<file path="config.mk">
export PLATFORM = sky130hd
export DESIGN_NAME = adcc_top
export DESIGN_NICKNAME = d
export VERILOG_FILES = /design/src/verilog/adcc_pkg.sv /design/src/verilog/adcc_top.sv
export VERILOG_INCLUDE_DIRS = /design/src /design/src/verilog
export SDC_FILE = /design/constraint.sdc
export NUM_CORES = 1
export LEC_CHECK = 0
export BUFFER_PORTS_ARGS = -buffer_cell sky130_fd_sc_hd__clkbuf_2
export CAP_MARGIN = 15
export CORE_UTILIZATION = 34
export CTS_CLUSTER_DIAMETER = 120
export DETAILED_ROUTE_END_ITERATION = 10
export PLACE_DENSITY = 0.7
export SYNTH_ARGS = -nofsm -noshare
export SYNTH_HDL_FRONTEND = slang
export SYNTH_SLANG_ARGS = --single-unit
</file>
<file path="constraint.sdc">
create_clock -name I_REF_CLK -period 3.7 [get_ports I_REF_CLK]
set_input_delay 0.74 -clock I_REF_CLK [delete_from_list [all_inputs] [get_ports I_REF_CLK]]
set_output_delay 0.74 -clock I_REF_CLK [all_outputs]
set_load 0.05 [all_outputs]
</file>
<file path="src/verilog/adcc_defs.svh">
`ifndef ADCC_DEFS_SVH
`define ADCC_DEFS_SVH
// Byte addresses on the register bus
`define ADCC_OFF_STATUS_CONTROL 12'h03c
`define ADCC_OFF_RESULT 12'h040
`define ADCC_OFF_CLOCK_CONFIG 12'h044
`define ADCC_OFF_IRQ_STATUS 12'h048
`define ADCC_OFF_IRQ_MASK 12'h04c
// Status/control field positions
`define ADCC_BIT_DONE 7
`define ADCC_BIT_IRQ_EN 6
`define ADCC_BIT_CONT 5
`define ADCC_CH_LSB 0
`define ADCC_CH_W 5
// Clock config field positions
`define ADCC_DIV_LSB 5
`define ADCC_DIV_W 3
`define ADCC_BIT_SRC 4
// Reset values
`define ADCC_CH_RESET 5'h1f
`define ADCC_DIV_RESET 3'h0
// Channel codes
`define ADCC_CH_PIN_MAX 5'h03
`define ADCC_CH_HIGH_REF 5'h1d
`define ADCC_CH_GND_REF 5'h1e
`define ADCC_CH_OFF 5'h1f
// Converter clock cycles per conversion
`define ADCC_CONV_CYCLES 5'd17
// Event status bits
`define ADCC_EV_DONE 0
`define ADCC_EV_OVERRUN 1
`define ADCC_EV_W 2
`endif

</file>
<file path="src/verilog/adcc_pkg.sv">
`default_nettype none
package adcc_pkg;
  typedef enum logic [1:0] {
    ADCC_IDLE,
    ADCC_START,
    ADCC_WAIT
  } adcc_state_t;
  typedef enum logic [2:0] {
    ADCC_SEL_PIN,
    ADCC_SEL_HIGH_REF,
    ADCC_SEL_GND_REF,
    ADCC_SEL_UNUSED,
    ADCC_SEL_OFF
  } adcc_input_t;
endpackage : adcc_pkg
`default_nettype wire

</file>
<file path="src/verilog/adcc_top.sv">
`include "adcc_defs.svh"
`default_nettype none
module adcc_top
  import adcc_pkg::*;
#(
  parameter int ADDR_W = 12,
  parameter int DATA_W = 8
) (
  input wire logic I_REF_CLK,
  input wire logic I_SRST,
  input wire logic [ADDR_W-1:0] I_PADDR,
  input wire logic I_PSEL,
  input wire logic I_PENABLE,
  input wire logic I_PWRITE,
  input wire logic [31:0] I_PWDATA,
  input wire logic [3:0] I_PSTRB,
  output logic [31:0] O_PRDATA,
  output logic O_PREADY,
  output logic O_PSLVERR,
  input wire logic I_OSC_CLK_EN,
  input wire logic I_CORE_DONE,
  input wire logic [DATA_W-1:0] I_CORE_RESULT,
  output logic O_CORE_START,
  output logic [4:0] O_CORE_CHANNEL,
  output logic O_CORE_POWER_ON,
  output logic [2:0] O_CORE_INPUT,
  output logic O_CONV_CLK_EN,
  output logic O_IRQ,
  output logic O_CPU_IRQ,
  output logic O_DMA_REQ
);
  // Result path is fixed at 8 bits; the address must be at least 8 bits wide
  if (DATA_W != 8) begin : g_bad_data_w
    $error("adcc_top: result width must be 8");
  end
  if (ADDR_W < 8) begin : g_bad_addr_w
    $error("adcc_top: address too narrow");
  end

  logic done_flag_r;
  logic irq_en_r;
  logic cont_r;
  logic [4:0] chan_r;
  logic [2:0] div_sel_r;
  logic src_bus_r;
  logic [7:0] result_r;
  logic conv_irq_r;
  logic [`ADCC_EV_W-1:0] ev_status_r;
  logic [`ADCC_EV_W-1:0] ev_mask_r;
  logic [3:0] presc_r;
  logic [4:0] conv_cnt_r;
  logic unread_r;
  adcc_state_t state_r;

  logic wr_acc;
  logic rd_acc;
  logic wr_ctl;
  logic rd_res;
  logic rd_evs;
  logic addr_ok;
  logic in_clk_en;
  logic conv_tick;
  logic conv_done;
  logic powered;
  logic sel_ctl;
  logic sel_res;
  logic sel_clk;
  logic sel_evs;
  logic sel_msk;
  logic wr_clk;
  logic wr_msk;
  logic [`ADCC_EV_W-1:0] ev_set;

  // Zero-wait slave: every access completes in its first access cycle
  assign sel_ctl = (I_PADDR == `ADCC_OFF_STATUS_CONTROL);
  assign sel_res = (I_PADDR == `ADCC_OFF_RESULT);
  assign sel_clk = (I_PADDR == `ADCC_OFF_CLOCK_CONFIG);
  assign sel_evs = (I_PADDR == `ADCC_OFF_IRQ_STATUS);
  assign sel_msk = (I_PADDR == `ADCC_OFF_IRQ_MASK);
  assign wr_acc = I_PSEL && I_PENABLE && I_PWRITE;
  assign rd_acc = I_PSEL && I_PENABLE && !I_PWRITE;
  assign addr_ok = sel_ctl || sel_res || sel_clk || sel_evs || sel_msk;
  // Lane 0 carries every register; other lanes alone write nothing
  assign wr_ctl = wr_acc && I_PSTRB[0] && sel_ctl;
  assign wr_clk = wr_acc && I_PSTRB[0] && sel_clk;
  assign wr_msk = wr_acc && I_PSTRB[0] && sel_msk;
  assign rd_res = rd_acc && sel_res;
  assign rd_evs = rd_acc && sel_evs;
  assign O_PREADY = 1'b1;
  assign O_PSLVERR = I_PSEL && I_PENABLE && !addr_ok;

  assign powered = (chan_r != `ADCC_CH_OFF);
  assign O_CORE_POWER_ON = powered;
  assign O_CORE_CHANNEL = chan_r;

  // Input decode for the analog mux
  always_comb begin
    if (chan_r <= `ADCC_CH_PIN_MAX) begin
      O_CORE_INPUT = ADCC_SEL_PIN;
    end else if (chan_r == `ADCC_CH_HIGH_REF) begin
      O_CORE_INPUT = ADCC_SEL_HIGH_REF;
    end else if (chan_r == `ADCC_CH_GND_REF) begin
      O_CORE_INPUT = ADCC_SEL_GND_REF;
    end else if (chan_r == `ADCC_CH_OFF) begin
      O_CORE_INPUT = ADCC_SEL_OFF;
    end else begin
      O_CORE_INPUT = ADCC_SEL_UNUSED;
    end
  end

  // Oscillator clock arrives as an enable; the bus clock is every cycle
  assign in_clk_en = src_bus_r ? 1'b1 : I_OSC_CLK_EN;

  always_ff @(posedge I_REF_CLK) begin
    if (I_SRST) begin
      presc_r <= 4'h0;
    end else if (in_clk_en) begin
      presc_r <= presc_r + 4'h1;
    end
  end

  // Tick when all divider bits below the chosen ratio are ones
  always_comb begin
    case (div_sel_r)
      3'h0: begin
        conv_tick = in_clk_en;
      end
      3'h1: begin
        conv_tick = in_clk_en && presc_r[0];
      end
      3'h2: begin
        conv_tick = in_clk_en && (&presc_r[1:0]);
      end
      3'h3: begin
        conv_tick = in_clk_en && (&presc_r[2:0]);
      end
      default: begin
        conv_tick = in_clk_en && (&presc_r);
      end
    endcase
  end
  assign O_CONV_CLK_EN = conv_tick;

  // Sequencer; start is a one-cycle pulse, done comes from the core
  assign conv_done = (state_r == ADCC_WAIT) && I_CORE_DONE;
  always_ff @(posedge I_REF_CLK) begin
    if (I_SRST) begin
      state_r <= ADCC_IDLE;
    end else begin
      case (state_r)
        ADCC_IDLE: begin
          if (wr_ctl && (I_PWDATA[4:0] != `ADCC_CH_OFF)) begin
            state_r <= ADCC_START;
          end
        end
        ADCC_START: begin
          if (!powered) begin
            state_r <= ADCC_IDLE;
          end else if (conv_tick) begin
            state_r <= ADCC_WAIT;
          end
        end
        ADCC_WAIT: begin
          if (wr_ctl) begin
            state_r <= (I_PWDATA[4:0] != `ADCC_CH_OFF) ? ADCC_START : ADCC_IDLE;
          end else if (!powered) begin
            state_r <= ADCC_IDLE;
          end else if (conv_done) begin
            state_r <= cont_r ? ADCC_START : ADCC_IDLE;
          end
        end
        default: state_r <= ADCC_IDLE;
      endcase
    end
  end
  assign O_CORE_START = (state_r == ADCC_START) && conv_tick && powered;

  // Converter clock count during the wait state, saturating at ADCC_CONV_CYCLES; no register reads it
  always_ff @(posedge I_REF_CLK) begin
    if (I_SRST || state_r != ADCC_WAIT) begin
      conv_cnt_r <= 5'h0;
    end else if (conv_tick && conv_cnt_r != `ADCC_CONV_CYCLES) begin
      conv_cnt_r <= conv_cnt_r + 5'h1;
    end
  end

  // Control fields; the done flag bit is not writable
  always_ff @(posedge I_REF_CLK) begin
    if (I_SRST) begin
      irq_en_r <= 1'b0;
    end else if (wr_ctl) begin
      irq_en_r <= I_PWDATA[`ADCC_BIT_IRQ_EN];
    end
  end

  always_ff @(posedge I_REF_CLK) begin
    if (I_SRST) begin
      cont_r <= 1'b0;
    end else if (wr_ctl) begin
      cont_r <= I_PWDATA[`ADCC_BIT_CONT];
    end
  end

  always_ff @(posedge I_REF_CLK) begin
    if (I_SRST) begin
      chan_r <= `ADCC_CH_RESET;
    end else if (wr_ctl) begin
      chan_r <= I_PWDATA[`ADCC_CH_LSB +: `ADCC_CH_W];
    end
  end

  // Changing these mid-conversion corrupts it; software must wait
  always_ff @(posedge I_REF_CLK) begin
    if (I_SRST) begin
      div_sel_r <= `ADCC_DIV_RESET;
    end else if (wr_clk) begin
      div_sel_r <= I_PWDATA[`ADCC_DIV_LSB +: `ADCC_DIV_W];
    end
  end

  always_ff @(posedge I_REF_CLK) begin
    if (I_SRST) begin
      src_bus_r <= 1'b0;
    end else if (wr_clk) begin
      src_bus_r <= I_PWDATA[`ADCC_BIT_SRC];
    end
  end

  // Each completion overwrites, read or not
  always_ff @(posedge I_REF_CLK) begin
    if (I_SRST) begin
      result_r <= 8'h00;
    end else if (conv_done) begin
      result_r <= I_CORE_RESULT;
    end
  end

  // Done flag is read-only; completion wins over a same-cycle clear
  always_ff @(posedge I_REF_CLK) begin
    if (I_SRST) begin
      done_flag_r <= 1'b0;
    end else if (conv_done && !irq_en_r) begin
      done_flag_r <= 1'b1;
    end else if (wr_ctl || rd_res) begin
      done_flag_r <= 1'b0;
    end
  end

  // Pending conversion interrupt
  always_ff @(posedge I_REF_CLK) begin
    if (I_SRST) begin
      conv_irq_r <= 1'b0;
    end else if (conv_done && irq_en_r) begin
      conv_irq_r <= 1'b1;
    end else if (wr_ctl || rd_res) begin
      conv_irq_r <= 1'b0;
    end
  end
  // Flag set while enabled would route to a missing DMA engine
  assign O_CPU_IRQ = conv_irq_r && irq_en_r && !done_flag_r;
  assign O_DMA_REQ = conv_irq_r && irq_en_r && done_flag_r;

  // Unread tracking feeds the overrun event
  always_ff @(posedge I_REF_CLK) begin
    if (I_SRST) begin
      unread_r <= 1'b0;
    end else if (conv_done) begin
      unread_r <= 1'b1;
    end else if (rd_res) begin
      unread_r <= 1'b0;
    end
  end

  assign ev_set[`ADCC_EV_DONE] = conv_done;
  assign ev_set[`ADCC_EV_OVERRUN] = conv_done && unread_r && !rd_res;

  // Sticky events; a read clears, a new event in that cycle survives
  for (genvar gi = 0; gi < `ADCC_EV_W; gi++) begin : g_ev
    always_ff @(posedge I_REF_CLK) begin
      if (I_SRST) begin
        ev_status_r[gi] <= 1'b0;
      end else if (ev_set[gi]) begin
        ev_status_r[gi] <= 1'b1;
      end else if (rd_evs) begin
        ev_status_r[gi] <= 1'b0;
      end
    end
  end

  always_ff @(posedge I_REF_CLK) begin
    if (I_SRST) begin
      ev_mask_r <= '0;
    end else if (wr_msk) begin
      ev_mask_r <= I_PWDATA[`ADCC_EV_W-1:0];
    end
  end
  assign O_IRQ = |(ev_status_r & ev_mask_r);

  // Read data registered in the setup cycle, valid in the access phase
  always_ff @(posedge I_REF_CLK) begin
    if (I_SRST) begin
      O_PRDATA <= 32'h0;
    end else if (I_PSEL && !I_PENABLE && !I_PWRITE) begin
      case (I_PADDR)
        `ADCC_OFF_STATUS_CONTROL: begin
          O_PRDATA <= {24'h0, done_flag_r, irq_en_r, cont_r, chan_r};
        end
        `ADCC_OFF_RESULT: begin
          O_PRDATA <= {24'h0, result_r};
        end
        `ADCC_OFF_CLOCK_CONFIG: begin
          O_PRDATA <= {24'h0, div_sel_r, src_bus_r, 4'h0};
        end
        `ADCC_OFF_IRQ_STATUS: begin
          O_PRDATA <= {30'h0, ev_status_r};
        end
        `ADCC_OFF_IRQ_MASK: begin
          O_PRDATA <= {30'h0, ev_mask_r};
        end
        default: begin
          O_PRDATA <= 32'h0;
        end
      endcase
    end
  end
endmodule : adcc_top
`default_nettype wire

</file>
* Word-level counts from Yosys, hierarchy flattened *
Index checks and enable logic that the tools add are counted.

operators by class
  add/subtract/negate cells = 1
  order comparisons = 1
  equality and inequality tests = 18
  muxes and demuxes = 24
  bitwise gates (word level) = 1
  reduce and logical (&&, ||, !) cells = 50

operators with widths
  cell                                                                    number
  12-bit by 7-bit equality test with 1-bit output, second input constant  4
  8-bit case mux with 5 select lines                                      1
  1-bit logical AND                                                       27
  5-bit equality test, second input constant                              3
  12-bit by 6-bit equality test with 1-bit output, second input constant  1
  2-bit 2-to-1 mux                                                        6
  3-bit 2-to-1 mux                                                        4
  1-bit 2-to-1 mux                                                        11
  5-bit != test, second input constant                                    2
  2-bit nonzero test                                                      5
  3-bit by 2-bit equality test with 1-bit output, second input constant   2
  1-bit zero test                                                         6
  2-bit case mux with 3 select lines                                      1
  3-bit AND reduction                                                     2
  5-bit by 2-bit <= comparator with 1-bit output, second input constant   1
  1-bit logical OR                                                        5
  4-bit by 1-bit adder with 4-bit output, second input constant           1
  4-bit != test, second input constant                                    1
  1-bit case mux with 4 select lines                                      1
  4-bit AND reduction                                                     1
  3-bit by 1-bit equality test with 1-bit output, second input constant   1
  3-bit zero test                                                         1
  3-bit != test, second input constant                                    1
  2-bit bitwise AND                                                       1
  other kinds (6)                                                         6

storage, ports and cells
  bits in registers = 64
  bits of input ports = 63
  output and inout port bits = 48
  logic and storage cells = 110

* Logic depth before layout (Yosys ltp) *
  depth in word-level cells = 7
  depth in mapped cells = 6
  gate-level depth less buffers = 6

* Least setup slack after synthesis *
Ideal clock, no wire load.

  kind = register to output
  start point = reg chan_r[4], in the netlist O_CORE_CHANNEL[4]
  end point = out O_CORE_START
  data arrival time = 2.257 ns
  required time = 2.960 ns
  slack = 0.703 ns
  cell stages (with the launch flop) = 5
  buffers on the path = 0
  cell sequence = dfxtp_1 -> and4_1 -> and2_1 -> inv_1 -> and3_1

on the way
  cells in the longest elaborated chain, start to end = 2

ends and longest elaborated chain
  what                     RTL line         source
  from (decl)              adcc_top.sv:43   logic [4:0] chan_r;
  from (signal assigned)   adcc_top.sv:206  chan_r <= `ADCC_CH_RESET;
  from (signal assigned)   adcc_top.sv:208  chan_r <= I_PWDATA[`ADCC_CH_LSB +: `ADCC_CH_W];
  5-bit != test (no line)  n/a
  via O_CORE_POWER_ON      adcc_top.sv:25   output logic O_CORE_POWER_ON,
  1-bit logical AND        adcc_top.sv:176  assign O_CORE_START = (state_r == ADCC_START) && conv_tick && powered;
  to (decl)                adcc_top.sv:23   output logic O_CORE_START,

The timed path passes the listed nets, and every way through them passes these cells.

* Final worst setup path *
  start point = in I_PADDR[2]
  end point = out O_PSLVERR

on the way
  cells in the longest elaborated chain, start to end = 7

ends and longest elaborated chain
  what                                                                                                                       RTL line        source
  from (decl)                                                                                                                adcc_top.sv:11  input wire logic [ADDR_W-1:0] I_PADDR,
  12-bit by 6-bit equality test with 1-bit output / 12-bit by 7-bit equality test with 1-bit output (equally long branches)  n/a
  1-bit logical OR (3 in series)                                                                                             adcc_top.sv:82  assign addr_ok = sel_ctl || sel_res || sel_clk || sel_evs || sel_msk;
  1-bit logical OR (*)                                                                                                       adcc_top.sv:82
  1-bit zero test (*)                                                                                                        adcc_top.sv:90  assign O_PSLVERR = I_PSEL && I_PENABLE && !addr_ok;
  1-bit logical AND (*)                                                                                                      adcc_top.sv:90
  to (decl)                                                                                                                  adcc_top.sv:19  output logic O_PSLVERR,

Every way passes the cells marked *; elsewhere a longest branch is shown, timed or not.

==> metrics.md <==
| Metric | Value |
|---|---|
| Outcome | `completed` |
| R2R setup slack | `2.19 ns` |
| Die area | `6731 um2` |
| Final Max Tran Viols | `0` |
| Synthesis Warnings | `0` |
| Gr ovfl total | `0` |
| Hold_buf cts | `0` |
| Multi-input gate area | `1219 um2` |
| Number of synthesized flops with an enable pin | `0` |
| Synth area leaders | `dfxtp_1 37%, buf_4 8.6%, o21ai_0 6.2%` |
| Setup CP Type | `in -> out` |
| Clock tree buffer depth | `2` |
| Total CTS buffers | `5` |
| CP endpoint kind | `output pin` |
| Die Height | `82.04 um` |
| Synth cell count leaders | `40 x dfxtp_1, 31 x nand2_1, 27 x o21ai_0` |
| Final Cell Area | `2522 um2` |
| Largest net degree at the start of global routing | `17` |
| ANT cells | `0` |
| Post-CTS Repair Setup Buffers | `0` |
| Synth area leader | `dfxtp_1` |
| Mapped Area | `2178 um2` |
| Setup Viol. Count Final | `0` |
| Worst-skew pair later-pin latency | `0.30 ns` |
| Core Region | `6061 um2` |
| Die Width | `82.04 um` |
| LEAKAGE | `0.9776 nW` |
| Hold Path Class | `reg -> reg` |
| Post-synth ARST share | `0%` |
| Drt first-iter violations | `149` |
| Startpoint Class | `input pin` |
| # Max-Cap Violations | `0` |
| Fmax | `0.3589 GHz` |
| Starting density of the core | `35.94%` |
| Final period util | `75.30%` |
| DRC viols | `0` |
| DR vias/cell | `5.324` |
| Placed Cells | `390` |
| Post-CTS sizing | `0` |
| Pre-Repair DR Iteration Count | `5` |
| Syn_area_per_cell | `8.098 um2` |
| Most common cell in the synthesized netlist | `dfxtp_1` |
| WP data arrival | `2.05 ns` |
| Reg area | `800.8 um2` |
| CTS tree | `built` |
| WP data required | `2.96 ns` |
| Vias in the first global route | `1845` |
| Finished Layout Cells | `398` |
| Fillcell total | `648` |
| Area fraction of the dominant cell type after synthesis | `36.76%` |
| Netlist cell types | `50` |
| Gpl congestion | `0.8646` |
| Initial antenna violation count | `0` |
| Total Power | `0.8518 mW` |
| Predominant post-synthesis flop cell | `dfxtp_1` |
| Routed Wire Length | `5671 um` |
| I/O Buffers | `58` |
| Worst setup margin | `0.9140 ns` |
| Drt wl/cell | `14.25 um` |
| Slew headroom | `50.00%` |
| Synthesized instance count | `269` |
| Detail Placement HPWL | `4418 um` |
| Yosys reg bits | `40` |
| # H-tree levels | `2` |
| Register area share after synthesis | `36.76%` |
| First-pass GRT wire length | `8763 um` |
| Slowest cell on the critical path | `clkbuf_2` |
| Worst-path clk slew | `0.08 ns` |
| Most used cell, CP | `clkbuf_2` |
| # rows | `28` |
| Io pins | `111` |
| Area growth, synth to finish | `15.80%` |
| Nets | `387` |
| GRT Total Usage | `17.25%` |
| RSZ-0062 raised after global routing | `false` |
| Clock Skew | `0.004097 ns` |
| CTS root buf | `clkbuf_8` |
| CP max stage delay | `0.29 ns` |
| Cell Area, Placed | `2430 um2` |
| Worst-path maximum fanout | `13` |
| Post-route ant nets | `0` |
| Power per cell area | `337.7 nW/um2` |
| Vias | `2119` |
| IR Drop Worst-Case VDD | `0.1192 mV` |
| Setup_tns | `0 ns` |
| Layout cells sized above 1 | `24.46%` |
| Fin. Hold Viols | `0` |
| Worst Max-Slew Pin Slew | `0.7438 ns` |
| Clock sink count | `40` |
| Pre-CTS setup slack | `0.9193 ns` |
| Worst-path cell chain | `clkbuf_2 -> and4b_1 -> and2_1 -> o21a_1 -> nor2_1 -> clkbuf_2` |
| Fin crit period | `2.786 ns` |
==> layout make-up <==
| cell class | instances | share of cell area (%) |
|---|---|---|
| multi-input cells | 212 | 48.31 |
| clock inverters | 3 | 0.9425 |
| well taps | 75 | 3.720 |
| inverters | 3 | 0.4464 |
| repair buffers | 60 | 12.10 |
| clock buffers | 5 | 2.728 |
| flip-flops and latches | 40 | 31.75 |
==> power breakdown <==
part	total, mW	switching (mW)	internal [mW]	leakage [nW]
sequential	0.435	0.00248	0.432	0.323
combinational	0.118	0.0936	0.0241	0.615
clock	0.299	0.166	0.134	0.0404
total	0.852	0.262	0.590	0.978
==> metrics by stage <==
stage          hold slack (ns)  utilization (%)
6_report                0.4570            41.62
3_3_place_gp            0.4424            40.09
2_1_floorplan           0.4338                -
5_1_grt                 0.4855            41.62
4_1_cts                 0.4641            41.62
3_5_place_dp            0.4490            40.09
==> layout by cell type (no fill, tap or decap), types with 3 or more instances in the layout <==
cell	instances
and4_1	4
mux2_2	6
a21oi_1	26
or3_1	3
nand3_1	20
clkbuf_2	58
inv_1	3
nand2_1	31
clkbuf_8	5
a22oi_1	6
nor3_1	4
nor2_1	8
and2_1	4
nand4_1	3
o211ai_1	3
o21ai_0	27
dfxtp_1	40
and3_1	4
conb_1	25
==> state kept, by name, summed over array words and instances (netlist names) <==
signal	cells
ev_status_r	2
src_bus_r	1
result_r	8
cont_r	1
unread_r	1
done_flag_r	1
state_r	2
ev_mask_r	2
div_sel_r	3
O_PRDATA	8
conv_irq_r	1
O_CORE_CHANNEL	5
presc_r	4
irq_en_r	1
==> path summary, 6_finish.rpt <==
path / startpoint / end / cells past startpoint
min: result_r[7] / result_r[7] / 2
min reg2reg: result_r[7] / result_r[7] / 2
max: I_PADDR[2] / O_PSLVERR / 6
max reg2reg: presc_r[0] / state_r[0] / 6
==> cells by family (layout without fill, tap and decap cells) <==
| group | after synthesis | in the layout | share of synthesized area (%) |
|---|---|---|---|
| flip-flops | 40 | 40 | 36.76 |
| buffers and inverters | 40 | 71 | 11.26 |
| XOR/XNOR | 1 | 1 | 0.4021 |
| adder cells (fa/ha/maj) | 2 | 2 | 1.149 |
| AND/OR/NAND/NOR | 100 | 100 | 24.99 |
| AO/OA/AOI/OAI | 77 | 77 | 21.54 |
| other | 2 | 25 | 0.3448 |
| multiplexers | 7 | 7 | 3.561 |
==> routing by layer <==
metal  vias up  global-route usage, %  share of wire [%]
li1       1041                      -                  -
met1       978                  23.01                 46
met2        95                  28.18                 45
met3         5                  2.889                7.6
met4         0                  5.263                1.0
met5         -                      0                  0
==> worst max-delay path, delay by kind of cell <==
family          cells  cell delay, ns
compound gates      1            0.21
buf+inv             2            0.50
simple gates        3            0.60
Note: power is estimated with default switching activity, not from simulation.
